File: config.mk
export PLATFORM = sky130hd
export DESIGN_NAME = pfs_top
export DESIGN_NICKNAME = d
export VERILOG_FILES = /design/src/hdl/pfs_pkg.sv /design/src/hdl/pfs_sync.sv /design/src/hdl/pfs_top.sv
export SDC_FILE = /design/constraint.sdc
export NUM_CORES = 1
export LEC_CHECK = 0
export BUFFER_PORTS_ARGS = -buffer_cell sky130_fd_sc_hd__buf_2
export CAP_MARGIN = 20
export CORE_UTILIZATION = 52
export CTS_CLUSTER_DIAMETER = 40
export DETAILED_ROUTE_END_ITERATION = 10
export PLACE_DENSITY = 0.8
export SETUP_SLACK_MARGIN = 0.4
export SYNTH_ARGS = -nofsm -noshare
export SYNTH_HDL_FRONTEND = slang
export SYNTH_HIERARCHICAL = 1
export SYNTH_SLANG_ARGS = --single-unit
File: constraint.sdc
create_clock -name core_clk -period 2.15 [get_ports core_clk]
set_clock_uncertainty 0.05 [all_clocks]
set_input_delay 0.645 -clock core_clk [delete_from_list [all_inputs] [get_ports core_clk]]
set_output_delay 0.645 -clock core_clk [all_outputs]
set_load 0.1 [all_outputs]
File: src/hdl/pfs_pkg.sv
// constants for the upper pin function select block
package pfs_pkg;
	// config field width and field positions
	localparam int CFG_W            = 4;
	localparam int PC_CFG_W         = 8;
	localparam int PB_CFG_W         = 16;
	localparam int PC0_FIELD_LSB    = 0;
	localparam int PC1_FIELD_LSB    = 4;
	localparam int PB5_FIELD_LSB    = 4;
	localparam int PB6_FIELD_LSB    = 8;
	localparam int PB7_FIELD_LSB    = 12;
	localparam int DBG_GPIO_BIT     = 5;
	localparam int DBG_CFG_W        = 8;
	// pin configuration codes
	localparam logic [3:0] CFG_ANALOG   = 4'h0;
	localparam logic [3:0] CFG_OUT      = 4'h1;
	localparam logic [3:0] CFG_OUT_OD   = 4'h5;
	localparam logic [3:0] CFG_IN       = 4'h4;
	localparam logic [3:0] CFG_IN_PULL  = 4'h8;
	localparam logic [3:0] CFG_ALT_OUT  = 4'h9;
	localparam logic [3:0] CFG_ALT_OD   = 4'hd;
	// reset values
	localparam logic [7:0]  PC_CFG_RST  = 8'h44;
	localparam logic [15:0] PB_CFG_RST  = 16'h4444;
	localparam logic [7:0]  DBG_CFG_RST = 8'h00;
	// sync trace width codes from the core
	localparam logic [1:0] TW_1 = 2'h0;
	localparam logic [1:0] TW_2 = 2'h1;
	localparam logic [1:0] TW_4 = 2'h2;
	// digital pin count and select width
	localparam int NUM_PINS = 24;
	localparam int SEL_W    = 5;
	localparam logic [4:0] PIN_IDX_PB7 = 5'h0f;
	localparam logic [4:0] PIN_IDX_PC0 = 5'h10;
	// register indices on the plain port
	localparam logic [3:0] ADDR_PC_CFG = 4'h0;
	localparam logic [3:0] ADDR_PB_CFG = 4'h1;
	localparam logic [3:0] ADDR_DBG    = 4'h2;
	localparam logic [3:0] ADDR_INTC   = 4'h3;
	localparam logic [3:0] ADDR_INTD   = 4'h4;
	localparam logic [3:0] ADDR_STAT   = 4'h5;
	// debug mode after power-up
	typedef enum logic [0:0] {
		PFS_JTAG = 1'b0,
		PFS_SW   = 1'b1
	} pfs_dbg_mode_t;
endpackage

File: src/hdl/pfs_sync.sv
// two-flop synchroniser, one per bit
`timescale 1ns/1ns
module pfs_sync #(
	parameter int W = 1
) (
	// clock and reset
	input  wire logic         core_clk,
	input  wire logic         rst_n,
	// data
	input  wire logic [W-1:0] async_in,
	output logic      [W-1:0] sync_out
);
	logic [W-1:0] stage1;

	generate
		if (W < 1) begin : g_bad
			$error("pfs_sync width must be positive");
		end
	endgenerate

	always_ff @(posedge core_clk or negedge rst_n) begin
		if (!rst_n) begin
			stage1   <= '0;
			sync_out <= '0;
		end else begin
			stage1   <= async_in;
			sync_out <= stage1;
		end
	end
endmodule // pfs_sync

File: src/hdl/pfs_top.sv
// pin function select for port c pins 0-1 and port b pins 5-7
//
// Chosen here: the register offsets and the address-and-strobe port.
`timescale 1ns/1ns
module pfs_top
	import pfs_pkg::*;
(
	// clock and reset
	input  wire logic                core_clk,
	input  wire logic                rst_n,
	// register port
	input  wire logic [3:0]          reg_addr,
	input  wire logic [31:0]         reg_wdata,
	input  wire logic                reg_write,
	input  wire logic                reg_read,
	output logic      [31:0]         reg_rdata,
	// core trace and debug state
	input  wire logic                trace_enable,
	input  wire logic                trace_async_sel,
	input  wire logic [1:0]          trace_width,
	input  wire logic                async_trace_out,
	input  wire logic                sync_trace_bit0,
	input  wire logic                sync_trace_bit1,
	input  wire logic                sw_select_seen,
	input  wire logic                external_reset_pin_n,
	// timer one
	input  wire logic [1:0]          timer_one_channel_output_enable,
	input  wire logic                timer_one_channel1,
	input  wire logic                timer_one_channel2,
	// gpio output data for the five pins: pb5, pb6, pb7, pc0, pc1
	input  wire logic [4:0]          gpio_out_data,
	// pad inputs, all digital pins
	input  wire logic [NUM_PINS-1:0] pad_in,
	// pad outputs for pb5, pb6, pb7, pc0, pc1
	output logic      [4:0]          pad_out,
	output logic      [4:0]          pad_oe,
	output logic      [4:0]          pad_pullup,
	output logic      [4:0]          pad_analog,
	// peripheral inputs
	output logic      [3:0]          analog_in_en,
	output logic                     debug_test_reset_in_n,
	output logic                     timer_one_capture1,
	output logic                     timer_one_capture2,
	output logic                     timer_two_ext_clock,
	output logic                     timer_one_clock_mask,
	output logic                     ext_int_b,
	output logic                     ext_int_c,
	output logic                     ext_int_d,
	output logic                     gpio_pc0_enabled
);
	// pad index within the five local pins, then within the 24-pin pad bus
	localparam int P_PB5 = 0;
	localparam int P_PB6 = 1;
	localparam int P_PB7 = 2;
	localparam int P_PC0 = 3;
	localparam int P_PC1 = 4;
	localparam int PB5_IDX = 13;
	localparam int PB6_IDX = 14;
	localparam int PB7_IDX = 15;
	localparam int PC0_IDX = 16;

	generate
		if (NUM_PINS > (1 << SEL_W)) begin : g_bad
			$error("pin select too narrow");
		end
	endgenerate

	// synchronised pads and reset pin
	logic [NUM_PINS-1:0] pad_s;
	logic                ext_rst_s;

	pfs_sync #(.W(NUM_PINS)) u_pad_sync (
		.core_clk (core_clk),
		.rst_n    (rst_n),
		.async_in (pad_in),
		.sync_out (pad_s)
	);

	pfs_sync #(.W(1)) u_rst_sync (
		.core_clk (core_clk),
		.rst_n    (rst_n),
		.async_in (~external_reset_pin_n),
		.sync_out (ext_rst_s)
	);

	// configuration registers
	logic [PC_CFG_W-1:0]  port_c_low_config, next_port_c_low_config;
	logic [PB_CFG_W-1:0]  port_b_high_config, next_port_b_high_config;
	logic [DBG_CFG_W-1:0] debug_pin_config, next_debug_pin_config;
	logic [SEL_W-1:0]     ext_int_c_pin_select, next_ext_int_c_pin_select;
	logic [SEL_W-1:0]     ext_int_d_pin_select, next_ext_int_d_pin_select;
	pfs_dbg_mode_t        dbg_mode, next_dbg_mode;
	logic [31:0]          next_reg_rdata;

	always_comb begin
		next_port_c_low_config    = port_c_low_config;
		next_port_b_high_config   = port_b_high_config;
		next_debug_pin_config     = debug_pin_config;
		next_ext_int_c_pin_select = ext_int_c_pin_select;
		next_ext_int_d_pin_select = ext_int_d_pin_select;
		next_reg_rdata            = 32'h0000_0000;
		if (reg_write) begin
			case (reg_addr)
				ADDR_PC_CFG: next_port_c_low_config    = reg_wdata[PC_CFG_W-1:0];
				ADDR_PB_CFG: next_port_b_high_config   = reg_wdata[PB_CFG_W-1:0];
				ADDR_DBG:    next_debug_pin_config     = reg_wdata[DBG_CFG_W-1:0];
				ADDR_INTC:   next_ext_int_c_pin_select = reg_wdata[SEL_W-1:0];
				ADDR_INTD:   next_ext_int_d_pin_select = reg_wdata[SEL_W-1:0];
				default:     ;
			endcase
		end
		if (reg_read) begin
			case (reg_addr)
				ADDR_PC_CFG: next_reg_rdata = {24'h000000, port_c_low_config};
				ADDR_PB_CFG: next_reg_rdata = {16'h0000, port_b_high_config};
				ADDR_DBG:    next_reg_rdata = {24'h000000, debug_pin_config};
				ADDR_INTC:   next_reg_rdata = {27'h0000000, ext_int_c_pin_select};
				ADDR_INTD:   next_reg_rdata = {27'h0000000, ext_int_d_pin_select};
				ADDR_STAT:   next_reg_rdata = {31'h00000000, dbg_mode};
				default:     next_reg_rdata = 32'h0000_0000;
			endcase
		end
	end

	// jtag after power-up or reset pin low; sw only on protocol
	always_comb begin
		next_dbg_mode = dbg_mode;
		case (dbg_mode)
			PFS_JTAG: if (sw_select_seen) next_dbg_mode = PFS_SW;
			PFS_SW:   next_dbg_mode = PFS_SW;
			default:  next_dbg_mode = PFS_JTAG;
		endcase
		if (ext_rst_s)
			next_dbg_mode = PFS_JTAG;
	end

	always_ff @(posedge core_clk or negedge rst_n) begin
		if (!rst_n) begin
			port_c_low_config    <= PC_CFG_RST;
			port_b_high_config   <= PB_CFG_RST;
			debug_pin_config     <= DBG_CFG_RST;
			ext_int_c_pin_select <= PIN_IDX_PB7;
			ext_int_d_pin_select <= PIN_IDX_PC0;
			dbg_mode             <= PFS_JTAG;
			reg_rdata            <= 32'h0000_0000;
		end else begin
			port_c_low_config    <= next_port_c_low_config;
			port_b_high_config   <= next_port_b_high_config;
			debug_pin_config     <= next_debug_pin_config;
			ext_int_c_pin_select <= next_ext_int_c_pin_select;
			ext_int_d_pin_select <= next_ext_int_d_pin_select;
			dbg_mode             <= next_dbg_mode;
			reg_rdata            <= next_reg_rdata;
		end
	end

	// per-pin fields
	logic [CFG_W-1:0] cfg [5];
	assign cfg[P_PB5] = port_b_high_config[PB5_FIELD_LSB +: CFG_W];
	assign cfg[P_PB6] = port_b_high_config[PB6_FIELD_LSB +: CFG_W];
	assign cfg[P_PB7] = port_b_high_config[PB7_FIELD_LSB +: CFG_W];
	assign cfg[P_PC0] = port_c_low_config[PC0_FIELD_LSB +: CFG_W];
	assign cfg[P_PC1] = port_c_low_config[PC1_FIELD_LSB +: CFG_W];

	// trace decode
	logic trace_bit1_on, dbg_gpio;
	logic [4:0] alt_val, alt_ok;
	always_comb begin
		trace_bit1_on = trace_enable && !trace_async_sel &&
			(trace_width == TW_2 || trace_width == TW_4);
		dbg_gpio = debug_pin_config[DBG_GPIO_BIT];
		alt_val = 5'h00;
		alt_ok  = 5'h00;
		alt_val[P_PB5] = 1'b0;
		alt_val[P_PB6] = timer_one_channel1;
		alt_ok[P_PB6]  = timer_one_channel_output_enable[0];
		alt_val[P_PB7] = timer_one_channel2;
		alt_ok[P_PB7]  = timer_one_channel_output_enable[1];
		alt_val[P_PC0] = sync_trace_bit1;
		alt_ok[P_PC0]  = trace_bit1_on;
		if (trace_enable && trace_async_sel) begin
			alt_val[P_PC1] = async_trace_out;
			alt_ok[P_PC1]  = 1'b1;
		end else begin
			alt_val[P_PC1] = sync_trace_bit0;
			alt_ok[P_PC1]  = trace_enable && (trace_width == TW_1 ||
				trace_width == TW_2 || trace_width == TW_4);
		end
	end

	// pc0 owned by debug in jtag or trace bit1 unless dbg_gpio is set, gpio otherwise
	logic pc0_is_gpio, pc0_is_debug_test_reset_in;
	always_comb begin
		pc0_is_gpio = dbg_gpio || (dbg_mode == PFS_SW && !trace_bit1_on);
		pc0_is_debug_test_reset_in = !dbg_gpio && dbg_mode == PFS_JTAG && !trace_bit1_on;
	end

	// one source per pin, priority fixed by the config field
	logic [4:0] next_pad_out, next_pad_oe, next_pad_pullup, next_pad_analog;
	always_comb begin
		for (int i = 0; i < 5; i++) begin
			next_pad_out[i]    = 1'b0;
			next_pad_oe[i]     = 1'b0;
			next_pad_pullup[i] = 1'b0;
			next_pad_analog[i] = 1'b0;
			case (cfg[i])
				CFG_ANALOG:  next_pad_analog[i] = 1'b1;
				CFG_OUT: begin
					next_pad_out[i] = gpio_out_data[i];
					next_pad_oe[i]  = 1'b1;
				end
				CFG_OUT_OD: begin
					next_pad_out[i] = 1'b0;
					next_pad_oe[i]  = !gpio_out_data[i];
				end
				CFG_IN_PULL: next_pad_pullup[i] = gpio_out_data[i];
				CFG_ALT_OUT: begin
					next_pad_out[i] = alt_val[i];
					next_pad_oe[i]  = alt_ok[i];
				end
				CFG_ALT_OD: begin
					next_pad_out[i] = 1'b0;
					next_pad_oe[i]  = alt_ok[i] && !alt_val[i];
				end
				default: ;
			endcase
		end
		// debug ownership of pc0 overrides the gpio path
		if (!pc0_is_gpio && !(cfg[P_PC0] inside {CFG_ALT_OUT, CFG_ALT_OD} && trace_bit1_on)) begin
			next_pad_out[P_PC0] = 1'b0;
			next_pad_oe[P_PC0]  = 1'b0;
		end
		if (pc0_is_debug_test_reset_in) begin
			next_pad_pullup[P_PC0] = 1'b1;
			next_pad_analog[P_PC0] = 1'b0;
		end
	end

	// peripheral inputs; captures and int b fixed, int c/d selectable
	logic [3:0] next_analog_in_en;
	always_comb begin
		next_analog_in_en[3] = cfg[P_PC1] == CFG_ANALOG;
		next_analog_in_en[2] = cfg[P_PB7] == CFG_ANALOG;
		next_analog_in_en[1] = cfg[P_PB6] == CFG_ANALOG;
		next_analog_in_en[0] = cfg[P_PB5] == CFG_ANALOG;
	end

	always_ff @(posedge core_clk or negedge rst_n) begin
		if (!rst_n) begin
			pad_out               <= 5'h00;
			pad_oe                <= 5'h00;
			pad_pullup            <= 5'h00;
			pad_analog            <= 5'h00;
			analog_in_en          <= 4'h0;
			debug_test_reset_in_n <= 1'b1;
			timer_one_capture1    <= 1'b0;
			timer_one_capture2    <= 1'b0;
			timer_two_ext_clock   <= 1'b0;
			timer_one_clock_mask  <= 1'b0;
			ext_int_b             <= 1'b0;
			ext_int_c             <= 1'b0;
			ext_int_d             <= 1'b0;
			gpio_pc0_enabled      <= 1'b0;
		end else begin
			pad_out               <= next_pad_out;
			pad_oe                <= next_pad_oe;
			pad_pullup            <= next_pad_pullup;
			pad_analog            <= next_pad_analog;
			analog_in_en          <= next_analog_in_en;
			debug_test_reset_in_n <= pc0_is_debug_test_reset_in ? pad_s[PC0_IDX] : 1'b1;
			timer_one_capture1    <= pad_s[PB6_IDX];
			timer_one_capture2    <= pad_s[PB7_IDX];
			timer_two_ext_clock   <= pad_s[PB5_IDX];
			timer_one_clock_mask  <= pad_s[PB5_IDX];
			ext_int_b             <= pad_s[PB6_IDX];
			ext_int_c             <= (32'(ext_int_c_pin_select) < NUM_PINS) ?
				pad_s[ext_int_c_pin_select] : 1'b0;
			ext_int_d             <= (32'(ext_int_d_pin_select) < NUM_PINS) ?
				pad_s[ext_int_d_pin_select] : 1'b0;
			gpio_pc0_enabled      <= pc0_is_gpio;
		end
	end

	// analog pins never drive
	chk_analog_no_drive: assert property (@(posedge core_clk) disable iff (!rst_n)
		(cfg[P_PC1] == CFG_ANALOG) |=> (!pad_oe[P_PC1] && analog_in_en[3]))
		else $error("pc1 analog but driven");
	chk_pb_analog_map: assert property (@(posedge core_clk) disable iff (!rst_n)
		(cfg[P_PB7] == CFG_ANALOG) |=> analog_in_en[2] && pad_analog[P_PB7])
		else $error("pb7 analog not mapped");
	chk_timer_out_gate: assert property (@(posedge core_clk) disable iff (!rst_n)
		(!timer_one_channel_output_enable[0] && cfg[P_PB6] == CFG_ALT_OUT)
		|=> !pad_oe[P_PB6])
		else $error("timer ch1 driven while disabled");
	chk_async_trace: assert property (@(posedge core_clk) disable iff (!rst_n)
		(trace_enable && trace_async_sel && cfg[P_PC1] == CFG_ALT_OUT)
		|=> pad_oe[P_PC1] && pad_out[P_PC1] == $past(async_trace_out))
		else $error("async trace not on pc1");
	chk_sync_bit0: assert property (@(posedge core_clk) disable iff (!rst_n)
		(!trace_enable && cfg[P_PC1] == CFG_ALT_OUT) |=> !pad_oe[P_PC1])
		else $error("pc1 trace driven while off");
	chk_trace_bit1: assert property (@(posedge core_clk) disable iff (!rst_n)
		(trace_enable && !trace_async_sel && trace_width == TW_1)
		|=> !pad_oe[P_PC0] || gpio_pc0_enabled)
		else $error("bit1 driven in one-wire mode");
	chk_debug_test_reset_in_pull: assert property (@(posedge core_clk) disable iff (!rst_n)
		pc0_is_debug_test_reset_in |=> pad_pullup[P_PC0] && !pad_oe[P_PC0])
		else $error("test reset pin not pulled up");
	chk_int_b_fixed: assert property (@(posedge core_clk) disable iff (!rst_n)
		ext_int_b == $past(pad_s[PB6_IDX]) && timer_one_capture1 == ext_int_b)
		else $error("int b not from pb6");
	chk_gpio_pc0: assert property (@(posedge core_clk) disable iff (!rst_n)
		(dbg_mode == PFS_SW && !trace_bit1_on) |=> gpio_pc0_enabled)
		else $error("pc0 not gpio in sw mode");
	chk_mode_reset: assert property (@(posedge core_clk) disable iff (!rst_n)
		ext_rst_s |=> dbg_mode == PFS_JTAG)
		else $error("reset pin did not restore jtag");
endmodule // pfs_top

### Word-level counts from Yosys, hierarchy flattened

Cells that the tools add are included.

| storage, ports and cells | value |
|---|---|
| latch bits | 0 |
| memories kept | 0 |
| RAM bits | 0 |
| output and inout bits | 65 |
| memory bits (read-only) | 0 |
| bits of input ports | 82 |
| register bits | 156 |
| logic and storage cells | 141 |

| operators by class | value |
|---|---|
| shift operators | 0 |
| reduce and logical (&&, ||, !) cells | 44 |
| magnitude comparators | 4 |
| multiplexer cells | 38 |
| bitwise gates (word level) | 2 |
| equal/unequal tests | 30 |
| multipliers | 0 |
| divide/modulo/power cells | 0 |
| $add $sub $neg | 0 |

Operators with widths:

| cell | count |
|---|---|
| 16-bit case mux with 6 select lines | 1 |
| 4-bit equality test, second input constant | 13 |
| 4-bit by 3-bit equality test with 1-bit output, second input constant | 7 |
| 4-bit by 1-bit equality test with 1-bit output, second input constant | 6 |
| 4-bit logical NOT | 6 |
| 1-bit two-way mux | 24 |
| 16-bit two-way mux | 1 |
| 1-bit case mux with 4 select lines | 4 |
| 1-bit logical NOT | 14 |
| 1-bit logical AND | 13 |
| 5-bit by 6-bit < comparator with 1-bit output, second input constant | 2 |
| 1-bit case mux with 2 select lines | 6 |
| 1-bit binary-select mux with 5-bit select | 2 |
| 5-bit < comparator, second input constant | 2 |
| 2-bit AND reduction | 5 |
| 4-bit by 2-bit equality test with 1-bit output, second input constant | 2 |
| 1-bit logical OR | 4 |
| 2-bit by 1-bit equality test with 1-bit output, second input constant | 1 |
| 2-bit equality test, second input constant | 1 |
| 2-bit logical NOT | 1 |
| 1-bit inverter | 2 |
| 2-bit nonzero test | 1 |

### Depth between registers and ports, before layout

| logic depth | value |
|---|---|
| depth after elaboration | 9 |
| gate-level depth with buffers | 6 |
| mapped depth without buffers | 5 |

### Modules after synthesis

The synthesis kept the hierarchy.

Modules (own cells, without submodules):

| module | times used | area each (sq um) | cells an instance | seq. area each (sq um) |
|---|---|---|---|---|
| pfs_top | 1 | 4073.9 | 308 | 2167.1 |
| pfs_sync at u_pad_sync | 1 | 1201.2 | 48 | 1201.2 |
| pfs_sync at u_rst_sync | 1 | 50.0 | 2 | 50.0 |

### Worst setup path after synthesis

No wires, ideal clock.

| timing | value |
|---|---|
| path type | flip-flop to output port |
| start point | reg analog_in_en[0] (netlist name) |
| end point | out pad_analog[0] |
| required time | 1.455 ns |
| stages on the path, launching flop included | 2 |
| path slack | 0.131 ns |
| arrival | 1.324 ns |
| buffers on the path | 1 |
| path through | dfrtp_1 > buf_4 |

RTL lines:

| item | RTL line | text |
|---|---|---|
| to (decl) | pfs_top.sv:38 | `output logic [4:0] pad_analog,` |

### Worst setup path after layout

| timing | value |
|---|---|
| start point | reg ext_int_c_pin_select[0] |
| end point | reg ext_int_c |

| between the ends | value |
|---|---|
| longest elaborated chain between the ends | 3 |
| elaborated cells between the ends (all ways) | 4 |
| those cells by class | order compare (1); mux (3) |

RTL lines:

| item | RTL line | text |
|---|---|---|
| from (decl) | pfs_top.sv:90 | `logic [SEL_W-1:0] ext_int_c_pin_select, next_ext_int_c_pin_select;` |
| from (signal assigned) | pfs_top.sv:150 | `ext_int_c_pin_select <= next_ext_int_c_pin_select;` |
| 1-bit binary-select mux with 5-bit select | pfs_top.sv:277 | `pad_s[ext_int_c_pin_select] : 1'b0;` |
| 1-bit two-way mux (implied by the code) | pfs_top.sv:277 |  |
| 1-bit two-way mux * | pfs_top.sv:276 | `ext_int_c <= (32'(ext_int_c_pin_select) < NUM_PINS) ?` |
| to (signal assigned) | pfs_top.sv:276 |  |
| to (decl) | pfs_top.sv:47 | `output logic ext_int_c,` |

Mark *: on every way between the ends. The rest lies on a longest branch, timed or not. The select of a mux whose other input is x is not followed.
A chain may end at the register's enable or synchronous reset.

==> results by stage <==
Outcome:
- The flow ran to the end, and the final reports show no timing, DRC or antenna violations.

Clock network:
- After clock tree synthesis, the clock-pin slew on the worst setup and hold paths is 60 ps.
- No sink is reached through more buffers than the 2 on the longest clock path.
- The H-tree was split into 4 levels.
- The CTS tree is done.
- The tree built by TritonCTS fans out to 136 sinks.
- TritonCTS created 17 clock buffers.
- In this run the clock root is driven by a sky130_fd_sc_hd__clkbuf_8.
- The clock latency reported for the late side of the worst-skew pair is 520 ps.

GRT:
- The first-pass GRT wire length is 16800 µm.
- Global routing consumed, over all layers together, 22.05% of the routing resources.
- Summed over all layers, the global routing overflow is 0.
- The pin count of the biggest net entering global routing is 56.
- The number of antenna violations at the first check in global routing is 0.
- The number of global-route vias before repair is 3353.

Worst setup path:
- For this design, the slowest cell found on the critical path is sky130_fd_sc_hd__dfstp_2.
- The signal on the critical path passes through mux4_2 > mux2i_1 > nor3_1 > or3_1.
- In this design, the largest share of critical-path delay is due to multiplexers.
- The arrival time of data at the critical path endpoint is 2320 ps.
- On the worst path, the slowest cell contributes a delay of 660 ps.
- The origin of the critical flop-to-flop path is ext_int_c_pin_select[0]$_DFFE_PN1P_.
- The timing startpoint of the critical path is ext_int_c_pin_select[0]$_DFFE_PN1P_.
- Of all nets on the critical path, the largest fanout is 7.
- The count of buffering cells on the critical path with inverters included is 0.
- The type of destination of the critical path is a flop.
- The type of the setup path with the least slack is flop to flop.
- The data required time at the worst endpoint is 2500 ps.
- The type of origin of the critical path is a flop.

Run:
- The max-capacitance violation count is 0.

Routing:
- After detailed routing, the number of remaining DRC violations is 0.
- The first detailed-routing pass took 4 iterations.
- The final route contains 3358 vias.
- The final routed wirelength across all metal layers is 11090 µm.
- After detailed routing, the number of vias per cell comes to 5.313.
- The number of DRC markers in iteration 0 is 207.
- The average wire length per cell after detail routing is 17.55 µm.
- The antenna violation net count after detailed routing is 0.

Floorplanning:
- The floorplan step defined a die boundary enclosing 0.01065 mm².
- The initial utilization of the core area, before any placement, comes to 53.98%.
- The number of I/O pins is 147.
- The floorplan step set the die height to 103.2 µm.
- The die is 103.2 µm wide.
- The floorplan step defined a core boundary enclosing 0.009864 mm².
- The number of placement rows is 36.

Yosys:
- After synthesis, the share of flip-flops with an asynchronous set or reset is 100.0%.
- Summing the areas of all compound-gate instances in the mapped netlist gives 3.242% of the synthesized area.
- The number of enable-type register cells in the synthesized netlist is 0.
- The adder and majority gate portion of the synthesized area is 0.2350%.
- The number of register bits inferred by synthesis is 136.
- Each instance of the synthesized netlist takes up on average 14.87 µm².
- The count of mapped cells out of synthesis is 358.
- The predominant post-synthesis flop cell is sky130_fd_sc_hd__dfrtp_1.
- Sequential elements use 64.19% of the synthesized area.
- The proportion of synthesized area in mux cells is 18.28%.
- Of the total synthesized cell area, the portion taken by XOR and XNOR cells is 0%.
- By area, the combinational part of the netlist is dominated by multiplexers.
- The number of warnings reported in the yosys synthesis log is 6.
- The post-synthesis instance area is 0.005325 mm².
- The number of distinct library cells after synthesis is 47.
- The simple logic cell fraction of the synthesized area is 8.670%.

Min path:
- The source of the worst hold timing path is pad_in[23].
- The class of the worst hold path is input pin to flop.

Cells and area:
- The top cell types in the final layout, fill and taps aside, are sky130_fd_sc_hd__dfrtp_1 (117), sky130_fd_sc_hd__buf_2 (64), sky130_fd_sc_hd__buf_8 (30), sky130_fd_sc_hd__mux2_2 (23), sky130_fd_sc_hd__buf_12 (21).
- The area taken by multi-input logic gates is 0.001704 mm².
- The fraction of final layout cells sized beyond drive strength 1 is 43.69%.
- Counting the fill cells in the layout gives 596.
- The commonest non-fill, non-tap cell in the layout is sky130_fd_sc_hd__dfrtp_1.
- Registers take 0.003427 mm².
- The number of antenna repair diodes is 0.
- The area growth from synthesis to layout is 36.23%.
- The net count of the finished layout is 569.

Timing:
- Setup repair after global routing could not meet its margin everywhere.
- Setup violations remaining at the end of the flow were counted as 0.
- The worst path uses 91.54% of the clock period.
- The total count of max-transition violations in the final report is 0.
- The shortest clock period the worst path allows after layout is 1968 ps.
- The hold violation total from the final report is 0.
- The sum of negative setup slack is 0 ps.
- The achievable frequency is 508.1 MHz.
- The final hold slack is 177.3 ps.

Pwr:
- The part of the total power dissipated in sequential elements is 38.8%.
- IR analysis of the VDD net gives a maximum drop of 0.8747 mV.
- The analysis attributes to cell leakage a power of 0.003362 µW.
- The combinational group share of total power is 25.3%.
- The internal power of the cells totals 5770 µW.
- The switching portion of total power is 32.92%.
- The net switching power of the design is 2832 µW.
- The clock network is responsible for 35.9% of the overall power.
- The ratio of total power to cell area is 1186 mW/mm².

Place:
- The quantity of I/O buffers inserted on ports is 114.
- Routability-driven placement finished with a final weighted congestion of 0.7716.
- Once detailed placement completed, the half-perimeter wirelength came to 6948 µm.
[registers in the layout, indices dropped and copies added (netlist names), 4 cells and up]
signal                cells
analog_in_en              4
pad_out                   5
debug_pin_config          8
pad_oe                    5
u_pad_sync/sync_out      24
ext_int_d_pin_select      5
reg_rdata                16
port_c_low_config         8
ext_int_c_pin_select      5
port_b_high_config       16
u_pad_sync/stage1        24
pad_pullup                5
[metrics by stage]
| stage | setup WS (ps) | utilization, % | power (µW) | area (µm²) | std cells |
|---|---|---|---|---|---|
| 2_1_floorplan | 329.8 | - | 4774 | 5421 | 373 |
| 3_3_place_gp | 111.3 | 60.78 | 5070 | 5996 | 596 |
| 3_5_place_dp | 108.5 | 60.78 | 5129 | 5996 | 596 |
| 4_1_cts | 192.1 | 72.21 | 8537 | 7123 | 630 |
| 5_1_grt | 130.6 | 73.54 | 8888 | 7254 | 632 |
| 6_report | 181.8 | 73.54 | 8602 | 7254 | 632 |
[per-layer routing]
layer | routed length (µm) | vias to the layer above | track usage [%]
li1 | - | 1494 | -
met1 | 4349 | 1718 | 25.54
met2 | 6034 | 131 | 38.67
met3 | 528 | 15 | 6.922
met4 | 180 | 0 | 8.126
met5 | 0 | - | 0
[kinds of logic (layout without fill, tap and decap cells)]
| kind of cell | count (synthesis) | in the layout |
|---|---|---|
| DFF | 136 | 136 |
| and+or+nand+nor | 82 | 82 |
| muxes | 70 | 70 |
| buffers and inverters | 43 | 169 |
| AOI/OAI and AO/OA | 25 | 25 |
| adders and majority gates | 1 | 1 |
| other | 1 | 16 |
[area by class of cell]
| cell class | count | area share, % |
|---|---|---|
| Tap cell | 133 | 2.294 |
| Clock buffer | 17 | 5.709 |
| Sequential cell | 136 | 47.24 |
| Clock inverter | 15 | 3.105 |
| Inverter | 12 | 0.6209 |
| Timing Repair Buffer | 125 | 17.54 |
| Multi-Input combinational cell | 194 | 23.49 |
[path summary, 6_finish.rpt]
check	end	slack, ps	cells past startpoint
setup / recovery	ext_int_c$_DFF_PN0_	180	4
hold / removal	u_pad_sync/stage1[23]$_DFF_PN0_	180	1
setup reg to reg	ext_int_c$_DFF_PN0_	180	4
hold reg to reg	u_pad_sync/sync_out[13]$_DFF_PN0_	290	0
max in group asynchronous	port_c_low_config[2]$_DFFE_PN1P_	850	3
min in group asynchronous	pad_pullup[4]$_DFF_PN0_	550	2
[power groups by stage]
| stage | sequential, µW | clock [µW] | combinational, µW |
|---|---|---|---|
| after floorplan | 3850 | 0 | 926 |
| after global placement | 3270 | 0 | 1800 |
| after detailed placement | 3290 | 0 | 1840 |
| after CTS | 3310 | 3130 | 2100 |
| after global routing | 3380 | 3240 | 2270 |
| final | 3340 | 3090 | 2180 |
[cell usage after synthesis, drive strengths merged, types with 2 or more instances]
library cell / number / area share (%)
a2111oi: 3 / 0.49
a21oi: 8 / 0.75
a22oi: 4 / 0.56
and2: 8 / 0.94
and3: 3 / 0.35
and4: 2 / 0.33
buf: 28 / 4.3
clkbuf: 3 / 0.21
dfrtp: 124 / 58
dfstp: 12 / 5.9
inv: 12 / 0.85
mux2: 43 / 9.1
mux2i: 11 / 2.1
mux4: 16 / 7.1
nand2: 12 / 0.85
nand2b: 4 / 0.47
nand3: 3 / 0.28
nand3b: 3 / 0.49
nor2: 19 / 1.4
nor2b: 4 / 0.47
nor3: 8 / 0.85
nor3b: 5 / 0.80
nor4: 7 / 0.82
o211ai: 2 / 0.28
or3: 2 / 0.23
[repair_timing]
item / CTS / global route
endpoints found under the setup margin: 51 / 51
hold buffers: 1 / 0
buffers inserted: 1 / 2
endpoints found under the hold margin: 32 / 0
gates resized for setup: 139 / 28
cloned: 0 / 0
No activity file was read; power rests on OpenSTA's default activity.
